**src/rtl/lwcm_regs.vh**
```
`ifndef LWCM_REGS_VH
`define LWCM_REGS_VH

// register indices; byte address is four times the index
`define LWCM_IDX_WATCHDOG_CTRL 12'h124
`define LWCM_IDX_ERROR_PULSE_WIDTH 12'h127
`define LWCM_IDX_CRC_THRESHOLDS 12'h128
`define LWCM_IDX_ARRIVAL_STATUS 12'h12C
`define LWCM_IDX_IRQ_STATUS 12'h170
`define LWCM_IDX_IRQ_MASK 12'h171
`define LWCM_IDX_LINK_CTRL 12'h172
`define LWCM_IDX_ARRIVAL_INDEX 12'h173
`define LWCM_IDX_ARRIVAL_TIME 12'h174
`define LWCM_IDX_CRC_FAULT 12'h175

// reset values
`define LWCM_RST_WATCHDOG_CTRL 8'h80
`define LWCM_RST_ERROR_PULSE_WIDTH 8'h00
`define LWCM_RST_CRC_THRESHOLDS 8'h00
`define LWCM_RST_LINK_CTRL 2'h0
`define LWCM_RST_IRQ 4'h0

// watchdog control fields
`define LWCM_WD_PLL_BIT 7
`define LWCM_WD_DEC_MSB 5
`define LWCM_WD_DEC_LSB 4
`define LWCM_WD_THR_MSB 2
`define LWCM_WD_THR_LSB 0

// error pulse width field
`define LWCM_EPW_MSB 2
`define LWCM_EPW_LSB 0

// crc thresholds fields
`define LWCM_CRC_REC_MSB 3
`define LWCM_CRC_REC_LSB 2
`define LWCM_CRC_TRIG_MSB 1
`define LWCM_CRC_TRIG_LSB 0

// link control fields
`define LWCM_LINK_ENABLE_BIT 0
`define LWCM_LINK_RESET_BIT 1

// interrupt status bits
`define LWCM_IRQ_WATCHDOG 0
`define LWCM_IRQ_CRC_FAULT 1
`define LWCM_IRQ_ARRIVAL 2
`define LWCM_IRQ_SYNC_ERR 3

// watchdog decrement steps per code
`define LWCM_DEC_STEP0 33'h000000001
`define LWCM_DEC_STEP1 33'h000000002
`define LWCM_DEC_STEP2 33'h000000008
`define LWCM_DEC_STEP3 33'h000000010

// watchdog threshold exponents per code 1 to 4
`define LWCM_THR_EXP1 17
`define LWCM_THR_EXP2 19
`define LWCM_THR_EXP3 32
`define LWCM_THR_EXP4 23

`endif

```
**src/rtl/lwcm_crc_lane.v**
```verilog
`timescale 1ns/1ps
`default_nettype none

module lwcm_crc_lane (
    // clock and reset
    input wire pclk,
    input wire presetn,
    // control
    input wire clear,
    input wire [1:0] trigger_code,
    input wire [1:0] recovery_code,
    // multiblock events
    input wire mb_done,
    input wire mb_error,
    // state
    output reg fault
);

    reg [3:0] err_cnt;
    reg [6:0] clean_cnt;
    reg [3:0] trig_th;
    reg [6:0] rec_th;
    wire [3:0] err_inc;
    wire [6:0] clean_inc;

    assign err_inc = (err_cnt == 4'hF) ? err_cnt : err_cnt + 4'h1;
    assign clean_inc = clean_cnt + 7'h01;

    always @* begin
        case (trigger_code)
            2'h0: trig_th = 4'h1;
            2'h1: trig_th = 4'h2;
            2'h2: trig_th = 4'h4;
            default: trig_th = 4'h8;
        endcase
        case (recovery_code)
            2'h0: rec_th = 7'h01;
            2'h1: rec_th = 7'h04;
            2'h2: rec_th = 7'h10;
            default: rec_th = 7'h40;
        endcase
    end

    always @(posedge pclk or negedge presetn) begin
        if (!presetn) begin
            err_cnt <= 4'h0;
            clean_cnt <= 7'h00;
            fault <= 1'b0;
        end else if (clear) begin
            err_cnt <= 4'h0;
            clean_cnt <= 7'h00;
            fault <= 1'b0;
        end else if (mb_done) begin
            if (mb_error) begin
                err_cnt <= err_inc;
                clean_cnt <= 7'h00;
                if (err_inc >= trig_th) begin
                    fault <= 1'b1;
                end
            end else if (clean_inc >= rec_th) begin
                err_cnt <= 4'h0;
                clean_cnt <= 7'h00;
                fault <= 1'b0;
            end else begin
                clean_cnt <= clean_inc;
            end
        end
    end

endmodule // lwcm_crc_lane

`default_nettype wire

```
**src/rtl/lwcm_top.v**
```verilog
// Overview of operation
// - on expiry reset the link PLL too when the PLL-reset bit is set; bit resets one
// - link up and no CRC fault: decrement watchdog by step 1, 2, 8 or 16
// - counter reaching threshold resets physical layer, maybe PLL, and restarts counter
// - threshold codes: 0 off, 1-4 give 2^17, 2^19, 2^32, 2^23; 5-7 reserved
// - link-up intervals under 1024 cycles need not affect the watchdog
// - non-resync error asserts SYNC for pulse-width link clock cycles
// - pulse width zero sends no error pulses; legal widths zero to seven
// - recovery code sets error-free run of 1, 4, 16 or 64 multiblocks clearing errors
// - trigger code sets 1, 2, 4 or 8 erroneous multiblocks; each error counts
// - per-lane CRC fault set on reaching trigger count, cleared by an error-free run
// - arrival-ready flag set once arrivals captured on all-ready buffer release attempt
// - arrival-ready flag cleared while link enable low or link reset high
// - arrival times readable only while ready, all from one release attempt
//
// The APB slave port was left to the implementer.
`timescale 1ns/1ps
`default_nettype none
`include "lwcm_regs.vh"

module lwcm_top #(
    parameter LANES = 16,
    parameter LANE_IDX_W = 4,
    parameter ARR_W = 6,
    parameter THR_EXP1 = `LWCM_THR_EXP1,
    parameter THR_EXP2 = `LWCM_THR_EXP2,
    parameter THR_EXP3 = `LWCM_THR_EXP3,
    parameter THR_EXP4 = `LWCM_THR_EXP4
) (
    // clock and reset
    input wire pclk,
    input wire presetn,
    // apb slave
    input wire psel,
    input wire penable,
    input wire pwrite,
    input wire [11:0] paddr,
    input wire [31:0] pwdata,
    output reg [31:0] prdata,
    output reg pready,
    output reg pslverr,
    // link status from the receiver
    input wire link_up,
    input wire link_clk_tick,
    input wire link_error,
    input wire [LANES-1:0] mb_done,
    input wire [LANES-1:0] mb_crc_error,
    input wire lanes_ready,
    input wire buffer_release_attempt,
    input wire [LANES*ARR_W-1:0] lane_arrival_time,
    // control outputs
    output reg link_enable,
    output reg link_reset_control,
    output reg phy_reset,
    output reg pll_reset,
    output reg sync_n,
    output reg [LANES-1:0] crc_fault,
    output reg irq
);

    reg [7:0] link_watchdog_control;
    reg [7:0] sync_error_pulse_width;
    reg [7:0] crc_error_thresholds;
    reg [6:0] arrival_spare;
    reg arrival_ready_flag;
    reg [LANES*ARR_W-1:0] arrival_cap;
    reg [LANE_IDX_W-1:0] arrival_index;
    reg [3:0] irq_status;
    reg [3:0] irq_mask;
    reg [32:0] wd_count;
    reg [2:0] pulse_left;
    reg [LANES-1:0] fault_prev;

    wire [LANES-1:0] lane_fault;
    wire link_clear;
    wire any_fault;
    wire wr_en;
    wire setup;
    wire [9:0] reg_idx;
    reg [32:0] dec_step;
    reg [32:0] threshold;
    reg wd_enabled;
    reg [31:0] next_rdata;
    reg next_err;
    wire [32:0] next_count;
    wire wd_expire;
    wire [3:0] irq_event;
    wire pulse_start;

    assign link_clear = !link_enable || link_reset_control;
    assign any_fault = |lane_fault;
    assign setup = psel && !penable;
    assign wr_en = psel && penable && pready && pwrite && !pslverr;
    assign reg_idx = paddr[11:2];

    // per-lane CRC alarm
    genvar g;
    generate
        for (g = 0; g < LANES; g = g + 1) begin : g_lane
            lwcm_crc_lane u_lane (
                .pclk(pclk),
                .presetn(presetn),
                .clear(link_clear),
                .trigger_code(crc_error_thresholds[`LWCM_CRC_TRIG_MSB:`LWCM_CRC_TRIG_LSB]),
                .recovery_code(crc_error_thresholds[`LWCM_CRC_REC_MSB:`LWCM_CRC_REC_LSB]),
                .mb_done(mb_done[g]),
                .mb_error(mb_crc_error[g]),
                .fault(lane_fault[g])
            );
        end
    endgenerate

    // watchdog step and threshold decode
    always @* begin
        case (link_watchdog_control[`LWCM_WD_DEC_MSB:`LWCM_WD_DEC_LSB])
            2'h0: dec_step = `LWCM_DEC_STEP0;
            2'h1: dec_step = `LWCM_DEC_STEP1;
            2'h2: dec_step = `LWCM_DEC_STEP2;
            default: dec_step = `LWCM_DEC_STEP3;
        endcase
        wd_enabled = 1'b1;
        case (link_watchdog_control[`LWCM_WD_THR_MSB:`LWCM_WD_THR_LSB])
            3'h1: threshold = 33'h000000001 << THR_EXP1;
            3'h2: threshold = 33'h000000001 << THR_EXP2;
            3'h3: threshold = 33'h000000001 << THR_EXP3;
            3'h4: threshold = 33'h000000001 << THR_EXP4;
            default: begin
                threshold = 33'h000000000;
                wd_enabled = 1'b0;
            end
        endcase
    end

    // single-cycle counting resolves even short link-up intervals
    assign next_count = (!link_up || any_fault) ? wd_count + 33'h000000001 :
        (wd_count < dec_step) ? 33'h000000000 : wd_count - dec_step;
    assign wd_expire = wd_enabled && !link_clear && (wd_count >= threshold);

    always @(posedge pclk or negedge presetn) begin
        if (!presetn) begin
            wd_count <= 33'h000000000;
            phy_reset <= 1'b0;
            pll_reset <= 1'b0;
        end else begin
            phy_reset <= wd_expire;
            pll_reset <= wd_expire && link_watchdog_control[`LWCM_WD_PLL_BIT];
            if (!wd_enabled || link_clear || wd_expire) begin
                wd_count <= 33'h000000000;
            end else begin
                wd_count <= next_count;
            end
        end
    end

    // error report pulse on SYNC, counted in link clock cycles
    assign pulse_start = link_error && !link_clear &&
        (sync_error_pulse_width[`LWCM_EPW_MSB:`LWCM_EPW_LSB] != 3'h0);

    always @(posedge pclk or negedge presetn) begin
        if (!presetn) begin
            pulse_left <= 3'h0;
            sync_n <= 1'b1;
        end else begin
            if (pulse_start) begin
                pulse_left <= sync_error_pulse_width[`LWCM_EPW_MSB:`LWCM_EPW_LSB];
            end else if (link_clk_tick && pulse_left != 3'h0) begin
                pulse_left <= pulse_left - 3'h1;
            end
            sync_n <= !(pulse_start || (pulse_left > 3'h1) ||
                (pulse_left == 3'h1 && !link_clk_tick));
        end
    end

    // arrival capture; one release attempt fills every lane at once
    always @(posedge pclk or negedge presetn) begin
        if (!presetn) begin
            arrival_ready_flag <= 1'b0;
            arrival_cap <= {LANES*ARR_W{1'b0}};
        end else if (link_clear) begin
            arrival_ready_flag <= 1'b0;
        end else if (!arrival_ready_flag && lanes_ready && buffer_release_attempt) begin
            arrival_ready_flag <= 1'b1;
            arrival_cap <= lane_arrival_time;
        end
    end

    // interrupt events, set wins over a write-one clear
    assign irq_event[`LWCM_IRQ_WATCHDOG] = wd_expire;
    assign irq_event[`LWCM_IRQ_CRC_FAULT] = |(lane_fault & ~fault_prev);
    assign irq_event[`LWCM_IRQ_ARRIVAL] = !link_clear && !arrival_ready_flag &&
        lanes_ready && buffer_release_attempt;
    assign irq_event[`LWCM_IRQ_SYNC_ERR] = pulse_start;

    always @(posedge pclk or negedge presetn) begin
        if (!presetn) begin
            irq_status <= `LWCM_RST_IRQ;
            fault_prev <= {LANES{1'b0}};
            crc_fault <= {LANES{1'b0}};
            irq <= 1'b0;
        end else begin
            fault_prev <= lane_fault;
            crc_fault <= lane_fault;
            if (wr_en && reg_idx == `LWCM_IDX_IRQ_STATUS) begin
                irq_status <= (irq_status & ~pwdata[3:0]) | irq_event;
            end else begin
                irq_status <= irq_status | irq_event;
            end
            irq <= |(irq_status & irq_mask);
        end
    end

    // register read decode
    always @* begin
        next_rdata = 32'h00000000;
        next_err = 1'b0;
        case (reg_idx)
            `LWCM_IDX_WATCHDOG_CTRL: next_rdata[7:0] = link_watchdog_control;
            `LWCM_IDX_ERROR_PULSE_WIDTH: next_rdata[7:0] = sync_error_pulse_width;
            `LWCM_IDX_CRC_THRESHOLDS: next_rdata[7:0] = crc_error_thresholds;
            `LWCM_IDX_ARRIVAL_STATUS: next_rdata[7:0] = {arrival_spare, arrival_ready_flag};
            `LWCM_IDX_IRQ_STATUS: next_rdata[3:0] = irq_status;
            `LWCM_IDX_IRQ_MASK: next_rdata[3:0] = irq_mask;
            `LWCM_IDX_LINK_CTRL: next_rdata[1:0] = {link_reset_control, link_enable};
            `LWCM_IDX_ARRIVAL_INDEX: next_rdata[LANE_IDX_W-1:0] = arrival_index;
            `LWCM_IDX_ARRIVAL_TIME: begin
                if (arrival_ready_flag) begin
                    next_rdata[ARR_W-1:0] = arrival_cap[arrival_index*ARR_W +: ARR_W];
                end
            end
            `LWCM_IDX_CRC_FAULT: next_rdata[LANES-1:0] = lane_fault;
            default: next_err = 1'b1;
        endcase
    end

    // apb answer: ready in the first access cycle, no wait states
    always @(posedge pclk or negedge presetn) begin
        if (!presetn) begin
            pready <= 1'b0;
            pslverr <= 1'b0;
            prdata <= 32'h00000000;
        end else begin
            pready <= setup;
            pslverr <= setup && next_err;
            if (setup && !pwrite) begin
                prdata <= next_rdata;
            end
        end
    end

    // register writes; settings are meant to change only with the link disabled
    always @(posedge pclk or negedge presetn) begin
        if (!presetn) begin
            link_watchdog_control <= `LWCM_RST_WATCHDOG_CTRL;
            sync_error_pulse_width <= `LWCM_RST_ERROR_PULSE_WIDTH;
            crc_error_thresholds <= `LWCM_RST_CRC_THRESHOLDS;
            arrival_spare <= 7'h00;
            irq_mask <= `LWCM_RST_IRQ;
            link_enable <= 1'b0;
            link_reset_control <= 1'b0;
            arrival_index <= {LANE_IDX_W{1'b0}};
        end else if (wr_en) begin
            case (reg_idx)
                `LWCM_IDX_WATCHDOG_CTRL: link_watchdog_control <= pwdata[7:0];
                `LWCM_IDX_ERROR_PULSE_WIDTH: sync_error_pulse_width <= pwdata[7:0];
                `LWCM_IDX_CRC_THRESHOLDS: crc_error_thresholds <= pwdata[7:0];
                `LWCM_IDX_ARRIVAL_STATUS: arrival_spare <= pwdata[7:1];
                `LWCM_IDX_IRQ_MASK: irq_mask <= pwdata[3:0];
                `LWCM_IDX_LINK_CTRL: begin
                    link_enable <= pwdata[`LWCM_LINK_ENABLE_BIT];
                    link_reset_control <= pwdata[`LWCM_LINK_RESET_BIT];
                end
                `LWCM_IDX_ARRIVAL_INDEX: arrival_index <= pwdata[LANE_IDX_W-1:0];
                default: arrival_index <= arrival_index;
            endcase
        end
    end

endmodule // lwcm_top

`default_nettype wire

```
**config.mk**
```make
export PLATFORM = sky130hd
export DESIGN_NAME = lwcm_top
export DESIGN_NICKNAME = d
export VERILOG_FILES = /design/src/rtl/lwcm_crc_lane.v /design/src/rtl/lwcm_top.v
export VERILOG_INCLUDE_DIRS = /design/src /design/src/rtl
export SDC_FILE = /design/constraint.sdc
export NUM_CORES = 1
export LEC_CHECK = 0
export BUFFER_PORTS_ARGS = -buffer_cell sky130_fd_sc_hd__buf_4
export CAP_MARGIN = 5
export CORE_UTILIZATION = 60
export DETAILED_ROUTE_END_ITERATION = 12
export GPL_TIMING_DRIVEN = 0
export PLACE_DENSITY = 0.81
export REMOVE_ABC_BUFFERS = 1
export SYNTH_ARGS = -nofsm -noshare
export SYNTH_HDL_FRONTEND = slang
export SYNTH_SLANG_ARGS = --single-unit
```
**constraint.sdc**
```tcl
create_clock -name pclk -period 8.7 [get_ports pclk]
set_input_delay 0.435 -clock pclk [delete_from_list [all_inputs] [get_ports pclk]]
set_output_delay 0.435 -clock pclk [all_outputs]
set_load 0.02 [all_outputs]
```
Yosys cells after proc, flatten, opt, wreduce, memory -nomap -nowiden
Cells that the tools add are included.
Cells by class
  $add $sub $neg: 35
  multipliers: 1
  divide/modulo/power cells: 0
  $lt $le $gt $ge: 35
  equal/unequal tests: 53
  shift-type cells: 1
  mux-type cells: 244
  bitwise operators: 8
  reduce and logical (&&, ||, !) cells: 120
Operators by type and width (number)
  2-to-1 mux 7 bit: 64
  2-to-1 mux 4 bit: 81
  case mux 33 bit (4 select lines): 1
  adder 7 x 1 -> 7 bit (second input constant): 16
  >= comparator 7 bit: 16
  equality test 10 x 9 -> 1 bit (second input constant): 10
  2-to-1 mux 33 bit: 3
  indexed part select 96 x 8 -> 6 bit: 1
  2-to-1 mux 1 bit: 84
  adder 4 x 1 -> 4 bit (second input constant): 16
  equality test 4 bit (second input constant): 16
  >= comparator 4 bit: 16
  nonzero test 3 bit: 18
  inequality test 3 x 1 -> 1 bit (second input constant): 16
  AND reduction 2 bit: 24
  AND reduction 3 bit: 16
  nonzero test 2 bit: 18
  adder 33 x 1 -> 33 bit (second input constant): 1
  >= comparator 33 bit: 1
  less-than comparator 33 bit: 1
  subtractor 33 bit: 1
  OR reduction 16 bit: 2
  case mux 7 bit (3 select lines): 1
  logical AND 1 bit: 20
  other kinds (28): 54
Word-level totals
  register bits: 408
  latch bits: 0
  RAM bits: 0
  memory bits (read-only): 0
  memories kept: 0

Longest topological paths before layout
Gate-level depths: netlist of run 1.
  depth after elaboration: 8
  mapped depth: 12

Modules after synthesis
Synthesis of run 1 repeated with hierarchy kept, for this count alone.
Unflattened totals
  cells, all modules: 2775
  area total of the unflattened synthesis: 26815.7 µm²
Modules (own cells, without submodules)
  lwcm_crc_lane: instances 16, cells an instance 113, area each 964.7 µm²
  lwcm_top: instances 1, cells an instance 967, area each 11380.9 µm²

Least setup slack after synthesis of run 1
OpenSTA, ideal clock, no wires.
  path type: reg-to-reg
  from: register crc_error_thresholds[2]
  to: register g_lane[15].u_lane.clean_cnt[0]
  arrival: 2680 ps
  required time: 8617 ps
  setup slack: 5938 ps
  cell stages (with the launch flop): 10
  buffers on the path: 1
  path through: dfrtp_1 > nor2_1 > ha_1 > nor2_1 > a21boi_0 > o31a_1 > o41ai_1 > buf_2 > o21ai_0 > o21ai_0
Between the ends
  longest elaborated chain between the ends: 7
RTL lines
  start, declared: line lwcm_top.v:63  | reg [7:0] crc_error_thresholds;
  start signal, assigned: line lwcm_top.v:255  | crc_error_thresholds <= `LWCM_RST_CRC_THRESHOLDS;
  start signal, assigned: line lwcm_top.v:265  | `LWCM_IDX_CRC_THRESHOLDS: crc_error_thresholds <= pwdata[7:0];
  equality test 2 bit, or another cell as far along: line lwcm_crc_lane.v:36  | case (recovery_code)
  case mux 7 bit (3 select lines) *: line lwcm_crc_lane.v:36
  >= comparator 7 bit *: line lwcm_crc_lane.v:60  | end else if (clean_inc >= rec_th) begin
  2-to-1 mux 7 bit *: line lwcm_crc_lane.v:60
  2-to-1 mux 7 bit *: line lwcm_crc_lane.v:54  | if (mb_error) begin
  2-to-1 mux 7 bit *: line lwcm_crc_lane.v:53  | end else if (mb_done) begin
  2-to-1 mux 7 bit *: line lwcm_crc_lane.v:49  | end else if (clear) begin
  end signal, assigned: line lwcm_crc_lane.v:65  | clean_cnt <= clean_inc;
  end, declared: line lwcm_crc_lane.v:20  | reg [6:0] clean_cnt;
Mark *: on every way between the ends. The rest lies on a longest branch, timed or not. The select of a mux whose other input is x is not followed.
A chain may end at the register's enable or synchronous reset.

Worst setup path after layout of run 1
  from: register link_watchdog_control[4]
  to: register wd_count[9]
Between the ends
  longest elaborated chain between the ends: 6
RTL lines
  start, declared: line lwcm_top.v:61  | reg [7:0] link_watchdog_control;
  start signal, assigned: line lwcm_top.v:253  | link_watchdog_control <= `LWCM_RST_WATCHDOG_CTRL;
  start signal, assigned: line lwcm_top.v:263  | `LWCM_IDX_WATCHDOG_CTRL: link_watchdog_control <= pwdata[7:0];
  equality test 2 bit, or another cell as far along: line lwcm_top.v:115  | case (link_watchdog_control[`LWCM_WD_DEC_MSB:`LWCM_WD_DEC_LSB])
  case mux 5 bit (3 select lines) *: line lwcm_top.v:115
  subtractor 33 bit or less-than comparator 33 bit (tied branches): line lwcm_top.v:136  | (wd_count < dec_step) ? 33'h000000000 : wd_count - dec_step;
  2-to-1 mux 33 bit *: line lwcm_top.v:136
  2-to-1 mux 33 bit *: line lwcm_top.v:135  | assign next_count = (!link_up || any_fault) ? wd_count + 33'h000000001 :
  2-to-1 mux 33 bit *: line lwcm_top.v:147  | if (!wd_enabled || link_clear || wd_expire) begin
  end signal, assigned: line lwcm_top.v:150  | wd_count <= next_count;
  end, declared: line lwcm_top.v:70  | reg [32:0] wd_count;
Mark *: on every way between the ends. The rest lies on a longest branch, timed or not.

==> flow_summary.toml, run 1 <==
[run_status]
outcome = "completed"

[detailed_routing]
initialDrtViolationCount = 1763
wl_met2_um = 31400
routedWlPerCell_um = 20.3
wl_um = 65300
route.met3.wl_um = 4910
drc = 0
antenna_left = 0
top_layer = "met5"
first_pass_iters = 6
wl_met1_um = 26400
via_count = 20530
viasPerCell = 6.39

[finish]
synthToLayoutAreaGrowth_pct = 15.0
finalCoreUtilization = 0.698
fin_nets = 3000
drive_gt1_frac = 0.211
antenna_cells = 0

[synthesis]
ys_ff_latch = 408
synth-async-reset-ratio = 1.00
avgSynthCellArea_sq_um = 9.99
synth_ff_type = "dfrtp_1"
synth_cells = 2481
synth_edf_count = 0
yosysUniqueCellTypes = 94
ys_warn_count = 0
netlist_area_sq_mm = 0.0248
synth.yosys.seq_area_share = 0.412

[worst_hold_path]
hp-class = "in -> reg"

[global_routing]
grt_pass1_vias = 20253
grt_remaining_overflow = 0
antenna_found_initial = 1
grt_max_degree = 119
grt_util_all_layers = 0.314
grt_pass1_wl_um = 105000

[sta]
fin_crit_ps = 4010
fmaxAchievable_mhz = 249
fin_skew_ps = 13.6
hold_viol_final = 0
fin_crit_sh = 0.461
tightest_slew_ps = 1410
rsz0062_at_grt = "false"
setup_slack_ps = 4690
drv_slew = 0
relSlewSlack = 0.0491
setup_violations = 0

[placed_design]
hpwl_um = 44800
pre_cts_ws_ps = 4850
io_buffers = 195
finalWeightedCongestion = 0.918

[die]
die_area_sq_mm = 0.0421
initial_utilization = 0.607
coreArea_sq_mm = 0.0408
die_x_um = 205
die_h_um = 205
num_io_pins = 238
rows = 74

[clocking]
clk_path_buf_depth = 3
post_cts_resized = 0
postCtsSetupRepairBufs = 0
tritoncts = "done"
hold_buffers = 1
numClockSinks = 408
clk_pin_slew_ps = 60
clock-root-buffer = "clkbuf_16"
htreeDepth = 2
clk_latency_ps = 600
cts_buffers = 44

[power_and_ir_drop]
p_leak_nw = 13.1
p_per_area_mw_per_mm2 = 148
irDropWorstVdd_mv = 0.175

[worst_setup_path]
crit_required_ps = 9140
cp.arrival_ps = 4450
cp-end-kind = "flip-flop"
cp_max_fo = 21
cp-start-kind = "flip-flop"
criticalPathCategory = "reg -> reg"
worst-r2r-setup-slack_ps = 4690

[flow_run]
max_cap_viol_count = 0
-- where the power goes --
part | switching, W | internal [W]
Combinational | 0.000132 | 0.000104
Clock | 0.000820 | 0.00122
Sequential | 0.0000224 | 0.00193
-- worst max-delay path, stage by stage (launching register included) --
cell	delay [ps]
dfrtp_1	450
nand2_1	90
ha_1	350
a21oi_2	370
nand4_1	360
nor4_2	1250
nor2_2	490
a311oi_1	400
a211oi_1	90
-- flip-flops by register name (all words and copies together), names as in the netlist, 3 cells and up --
signal                   flops
arrival_index                4
arrival_spare                7
crc_error_thresholds         8
fault_prev                  16
sync_error_pulse_width       8
g_lane.u_lane.fault         16
arrival_cap                 96
link_watchdog_control        8
pulse_left                   3
irq_mask                     4
g_lane.u_lane.clean_cnt    112
prdata                      16
irq_status                   4
wd_count                    33
g_lane.u_lane.err_cnt       64
-- metrics by stage --
step	cell area, sq um	hold slack (ps)	std cells	total power [W]	TNS, ps
after floorplan	24300	139	2384	0.00207	0
after global placement	26400	425	3111	0.00220	-14050
after detailed placement	26900	426	3129	0.00222	0
after CTS	28500	52.7	3212	0.00426	0
after global routing	28500	53.7	3212	0.00435	0
final	28500	68.5	3212	0.00423	0
-- cell usage after synthesis (6+ instances only) --
cell / count / share of area
o31a_1: 20 / 0.0071
nor2_1: 172 / 0.026
a2bb2oi_1: 10 / 0.0035
nor2b_1: 6 / 0.0015
mux4_2: 30 / 0.027
o221ai_1: 7 / 0.0025
o21a_1: 15 / 0.0045
and2_1: 11 / 0.0028
o21ai_0: 157 / 0.032
buf_2: 36 / 0.0073
nand2_1: 261 / 0.040
mux2_4: 8 / 0.0048
mux2_2: 166 / 0.075
a21boi_0: 16 / 0.0048
a21o_1: 39 / 0.012
mux2i_1: 11 / 0.0044
ha_1: 173 / 0.087
xnor2_1: 67 / 0.024
o41ai_1: 20 / 0.0071
nand2b_1: 30 / 0.0076
or3_1: 33 / 0.0083
o22ai_1: 31 / 0.0078
a22o_1: 25 / 0.0088
a221oi_1: 8 / 0.0028
nor3b_1: 7 / 0.0021
a21oi_1: 82 / 0.017
nand4_1: 16 / 0.0040
or2_2: 17 / 0.0043
a22oi_1: 14 / 0.0042
dfrtp_1: 406 / 0.41
buf_4: 21 / 0.0064
a31oi_1: 17 / 0.0043
nand3_1: 103 / 0.021
nor3_1: 69 / 0.014
a41o_1: 11 / 0.0044
o21ai_1: 6 / 0.0012
and3_1: 40 / 0.010
inv_1: 81 / 0.012
a211oi_1: 19 / 0.0058
clkbuf_1: 49 / 0.0074
o31ai_1: 26 / 0.0079
nor4_1: 9 / 0.0023
xor2_1: 37 / 0.013
-- area by class of cell --
class | instances | area (sq um)
Inverter | 81 | 304
Tap cell | 532 | 666
Clock inverter | 23 | 332
Sequential cell | 408 | 10200
Multi-Input combinational cell | 1895 | 13900
Timing Repair Buffer | 214 | 1860
Clock buffer | 59 | 1250
Fill cell | 2847 | 12300
-- worst paths after layout --
| kind | depth (start not counted) | from | endpoint |
|---|---|---|---|
| worst max-delay path | 8 | link_watchdog_control[4]$_DFFE_PN0P_ | wd_count[9]$_DFF_PN0_ |
| worst min-delay path | 2 | lane_arrival_time[7] | arrival_cap[7]$_DFFE_PN0P_ |
| worst max register to register | 8 | link_watchdog_control[4]$_DFFE_PN0P_ | wd_count[9]$_DFF_PN0_ |
| worst min register to register | 0 | g_lane[13].u_lane.fault$_DFFE_PN0P_ | fault_prev[13]$_DFF_PN0_ |
| max in group asynchronous | 4 | presetn | g_lane[9].u_lane.clean_cnt[2]$_DFFE_PN0P_ |
| min in group asynchronous | 2 | presetn | wd_count[17]$_DFF_PN0_ |
-- cell families (layout without fill, tap and decap cells) --
family	count (synthesis)	after routing	share of synthesized area
compound gates	568	568	0.154
other cells	1	16	0.000151
xor+xnor	104	104	0.0367
fa+ha+maj	174	174	0.0881
buf+inv	193	377	0.0346
simple gates	818	818	0.162
flops	408	408	0.412
mux	215	215	0.112
-- layout by cell type, fill, tap and decap left out, types with 31 or more instances in the layout --
cell	Yosys	layout
and3_1	40	40
xor2_1	37	37
nand3_1	103	103
a21oi_1	82	82
dfrtp_1	406	405
nand2_1	261	261
inv_1	81	81
or3_1	33	33
a21o_1	39	39
xnor2_1	67	67
mux2_2	166	166
nor3_1	69	69
buf_4	21	197
o21ai_0	157	157
ha_1	173	173
o22ai_1	31	31
clkbuf_16	0	44
nor2_1	172	169
-- per-layer routing --
metal	vias to the layer above	GRT usage
li1	9418	-
met1	10076	0.405
met2	839	0.509
met3	195	0.0675
met4	2	0.136
met5	-	0
No activity file was read; power rests on OpenSTA's default activity.
==> inputs of run 2 (changes only) <==
==> constraint.sdc (replaced) <==
create_clock -name pclk -period 3.85 [get_ports pclk]
set_input_delay 0.1925 -clock pclk [delete_from_list [all_inputs] [get_ports pclk]]
set_output_delay 0.1925 -clock pclk [all_outputs]
set_load 0.02 [all_outputs]
==> flow_summary.toml, run 2 (synthesis gave the netlist of run 1 again) <==
[clocking]
numClockSinks = 408
htreeDepth = 2
tritoncts = "done"
clk_latency_ps = 620
clock-root-buffer = "clkbuf_16"
clk_pin_slew_ps = 60
clk_path_buf_depth = 3
cts_buffers = 44

[sta]
fin_crit_sh = 0.973
rsz0062_at_grt = "false"
hold_viol_final = 0
fin_crit_ps = 3750
fmaxAchievable_mhz = 267
setup_slack_ps = 102
relSlewSlack = 0.109
tightest_slew_ps = 1340
setup_violations = 0
fin_skew_ps = 30.8
drv_slew = 0
hold_slack_ps = 59.4

[global_routing]
grt_pass1_vias = 21929
antenna_found_initial = 1
grtUsageMet3 = 0.0838
grt_remaining_overflow = 0
grt_util_all_layers = 0.355
grt_max_degree = 119
grt_pass1_wl_um = 117000
busiest_layer = "met2"
gr-usage-met2 = 0.577
met1_usage = 0.424

[worst_setup_path]
cp_max_fo = 11
cp.arrival_ps = 4230
cp-end-kind = "flip-flop"
crit_required_ps = 4330
criticalPathCategory = "reg -> reg"
cp-start-kind = "flip-flop"

[placed_design]
finalWeightedCongestion = 0.918
pre_cts_ws_ps = -0.207
dpl_cell_area_sq_mm = 0.0269
io_buffers = 195
hpwl_um = 44800

[finish]
reg_top3 = "g_lane.u_lane.clean_cnt (112), arrival_cap (96), g_lane.u_lane.err_cnt (64)"
drive_gt1_frac = 0.201
largest_register = "g_lane.u_lane.clean_cnt"
mostFrequentLayoutCell = "dfrtp_1"
layout_common_cells = "405 x dfrtp_1, 260 x nand2_1, 198 x buf_4, 173 x ha_1, 169 x nor2_1"
largest_reg_flops = 112
finalCoreUtilization = 0.733
post-route-cell-area_sq_mm = 0.0299
antenna_cells = 0
synthToLayoutAreaGrowth_pct = 20.8
fin_nets = 3142

[detailed_routing]
routedWlPerCell_um = 22.1
via_count = 21811
drc = 0
wl_um = 74000
viasPerCell = 6.50
antenna_left = 0
initialDrtViolationCount = 2019
first_pass_iters = 5

[die]
rows = 74
initial_utilization = 0.607
coreArea_sq_mm = 0.0408
num_io_pins = 238
die_h_um = 205
die_area_sq_mm = 0.0421
die_x_um = 205

[flow_run]
max_cap_viol_count = 0

[power_and_ir_drop]
p_int_w = 0.00746
comb_power_share = 0.069
p_sw_w = 0.00238
irDropWorstVdd_mv = 0.423
p_per_area_mw_per_mm2 = 328
seqPwrFrac = 0.449
p_total_w = 0.00984
p_clk_frac = 0.481
p_leak_nw = 13.7
netSwitchingFraction = 0.242

[worst_hold_path]
hp-class = "in -> reg"

[run_status]
outcome = "completed"
==> run 2: cell types whose count changed in the layout (fill, tap and decap cells not counted), sizes merged <==
cell         delta
buf             +1
dlygate4sd3   +141
==> run 2: final cells by class <==
cell class              count  area [sq um]
clock buffers              59          1250
clock inverters            23           332
fillers                  2613         10900
inverters                  81           304
multi-input cells        1895         13900
flip-flops and latches    408         10200
well taps                 532           666
repair buffers            356          3280
==> run 2: worst max-delay path, cell delays in order (launching register included) <==
cell and delay (ps):
dfrtp_1 470, nor2_2 670, buf_8 250, ha_1 250, nor2_1 110, a21boi_0 110, o31a_1 270, o41ai_2 890
nor2_1 240, mux2_2 340
==> run 2: path summary, 6_finish.rpt <==
path	startpoint	to	slack, ps	cells past startpoint
setup / recovery	crc_error_thresholds[3]$_DFFE_PN0P_	g_lane[3].u_lane.err_cnt[3]$_DFFE_PN0P_	100	9
hold / removal	mb_done[15]	g_lane[15].u_lane.clean_cnt[2]$_DFFE_PN0P_	60	3
setup reg to reg	crc_error_thresholds[3]$_DFFE_PN0P_	g_lane[3].u_lane.err_cnt[3]$_DFFE_PN0P_	100	9
hold reg to reg	g_lane[13].u_lane.fault$_DFFE_PN0P_	fault_prev[13]$_DFF_PN0_	440	0
max in group asynchronous	presetn	g_lane[9].u_lane.clean_cnt[2]$_DFFE_PN0P_	2140	4
min in group asynchronous	presetn	wd_count[17]$_DFF_PN0_	140	2
==> run 2: through the flow <==
stage / setup TNS (ps) / std cells
finish: 0 / 3354
global route: 0 / 3354
CTS: 0 / 3353
detailed placement: -0.207 / 3129
global placement: -1248400 / 3111
floorplan: -216970 / 2384
==> run 2: repair_timing <==
item / CTS / global route
hold buffers: 142 / 0
setup buffers: 0 / 0
gates resized for setup: 0 / 3
setup endpoints to repair: 0 / 65
hold endpoints to repair: 296 / 0
==> run 2: layer usage <==
layer  wire (um)  share of wire  vias up
met5          13        0.00018        -
met4        4680          0.063        2
met3        6220          0.084      353
met2       35600           0.48     1177
met1       27400           0.37    10577
li1            -              -     9702
==> run 2: power groups by stage <==
stage	sequential, W	clock [W]	combinational (W)
final	0.00442	0.00474	0.000680
after global routing	0.00442	0.00491	0.000726
after CTS	0.00441	0.00467	0.000653
after detailed placement	0.00449	0	0.000527
after global placement	0.00448	0	0.000491
after floorplan	0.00449	0	0.000182
==> inputs of run 3 (changes only) <==
--- a/config.mk
+++ b/config.mk
@@ -10,7 +10,6 @@
 export CAP_MARGIN = 5
 export CORE_UTILIZATION = 60
 export DETAILED_ROUTE_END_ITERATION = 12
-export GPL_TIMING_DRIVEN = 0
 export PLACE_DENSITY = 0.81
 export REMOVE_ABC_BUFFERS = 1
 export SYNTH_ARGS = -nofsm -noshare
==> constraint.sdc (replaced) <==
create_clock -name pclk -period 4.05 [get_ports pclk]
set_input_delay 0.2025 -clock pclk [delete_from_list [all_inputs] [get_ports pclk]]
set_output_delay 0.2025 -clock pclk [all_outputs]
set_load 0.02 [all_outputs]
==> flow_summary.toml, run 3 (synthesis gave the netlist of run 1 again) <==
[finish]
drive_gt1_frac = 0.206
fin_nets = 3174
nFillCells = 2634
antenna_cells = 0
synthToLayoutAreaGrowth_pct = 20.2
largest_register = "g_lane.u_lane.clean_cnt"
mostFrequentLayoutCell = "dfrtp_1"
reg_top3 = "g_lane.u_lane.clean_cnt (112), arrival_cap (96), g_lane.u_lane.err_cnt (64)"
layout_common_cells = "406 x dfrtp_1, 261 x nand2_1, 246 x buf_4, 173 x ha_1, 170 x nor2_1"
largest_reg_flops = 112

[detailed_routing]
first_pass_iters = 6
viasPerCell = 6.45
via_count = 21780
drc = 0
initialDrtViolationCount = 2093
antenna_left = 0
wl_um = 74300
routedWlPerCell_um = 22.0

[die]
rows = 74
die_h_um = 205
die_x_um = 205
num_io_pins = 238
die_area_sq_mm = 0.0421
coreArea_sq_mm = 0.0408
initial_utilization = 0.607

[worst_setup_path]
cp-end-kind = "flip-flop"
criticalPathCategory = "reg -> reg"
worst-r2r-setup-slack_ps = 880
cp-start-kind = "flip-flop"
cp_max_fo = 8
cp.arrival_ps = 3650
crit_required_ps = 4520

[clocking]
clk_latency_ps = 590
cts_buffers = 45
htreeDepth = 2
numClockSinks = 408
clock-root-buffer = "clkbuf_16"
postCtsSetupRepairBufs = 0
tritoncts = "done"
clk_pin_slew_ps = 60
clk_path_buf_depth = 3

[placed_design]
hpwl_um = 45200
io_buffers = 195
finalWeightedCongestion = 0.945

[global_routing]
grt_remaining_overflow = 0
grt_util_all_layers = 0.358
grt_pass1_vias = 22094
antenna_found_initial = 1
grt_max_degree = 103
grt_pass1_wl_um = 118000

[sta]
rsz0062_at_grt = "false"
setup_violations = 0
tightest_slew_ps = 1200
drv_slew = 0
relSlewSlack = 0.201
hold_slack_ps = 22.4
fin_crit_sh = 0.784
fmaxAchievable_mhz = 315
hold_viol_final = 0
fin_crit_ps = 3170
fin_skew_ps = 17.5

[power_and_ir_drop]
p_total_w = 0.00917
irDropWorstVdd_mv = 0.557
p_per_area_mw_per_mm2 = 308
p_leak_nw = 13.7

[flow_run]
max_cap_viol_count = 0

[run_status]
outcome = "completed"

[worst_hold_path]
hp-class = "in -> reg"
## run 3: stage by stage
step           instances  utilization  instance area (sq um)  setup TNS (ps)  worst slack, ps
3_3_place_gp        3168        0.660                  26900               0              995
3_5_place_dp        3168        0.660                  26900               0              964
6_report            3379        0.730                  29800               0              876
5_1_grt             3379        0.730                  29800               0              737
2_1_floorplan       2384            -                  24300         -197570            -2040
4_1_cts             3379        0.730                  29800               0              939
## run 3: final timing paths
check	from	end	cells past startpoint
max reg2reg	link_watchdog_control[4]$_DFFE_PN0P_	wd_count[24]$_DFF_PN0_	10
min reg2reg	g_lane[13].u_lane.fault$_DFFE_PN0P_	fault_prev[13]$_DFF_PN0_	0
max in group asynchronous	presetn	g_lane[2].u_lane.clean_cnt[0]$_DFFE_PN0P_	3
min	mb_done[9]	g_lane[9].u_lane.clean_cnt[0]$_DFFE_PN0P_	3
max	link_watchdog_control[4]$_DFFE_PN0P_	wd_count[24]$_DFF_PN0_	10
min in group asynchronous	presetn	g_lane[13].u_lane.clean_cnt[1]$_DFFE_PN0P_	2
## run 3: report_power, final
part           internal [W]  leakage, nW  switching, W
registers           0.00415         5.62     0.0000597
clock network       0.00254        0.737       0.00179
logic              0.000309         7.36      0.000332
## run 3: repair_timing
item                                   CTS  global route
hold buffers                           135             0
endpoints found under the hold margin  298             0
resized for setup                        0             0
## run 3: per-layer routing
layer  part of all wire  track usage  vias to the layer above
li1                   -            -                     9745
met1               0.36        0.430                    10469
met2               0.48        0.578                     1203
met3              0.090       0.0843                      363
met4              0.070        0.233                        0
met5                  0            0                        -
## run 3: critical path, stage by stage (launching register included)
cell,delay [ps]
dfrtp_1,430
nor2_1,140
ha_1,190
inv_1,60
fa_1,430
o211ai_1,310
nand3_1,290
nor4_4,510
nand2b_1,130
or3_1,350
a221oi_2,240
## run 3: area by class of cell
type	instances	area [sq um]	share of cell area
clock buffers	60	1280	0.0431
clock inverters	16	228	0.00764
inverters	81	304	0.0102
multi-input cells	1895	13800	0.463
flip-flops and latches	408	10200	0.343
well taps	532	666	0.0223
repair buffers	387	3310	0.111
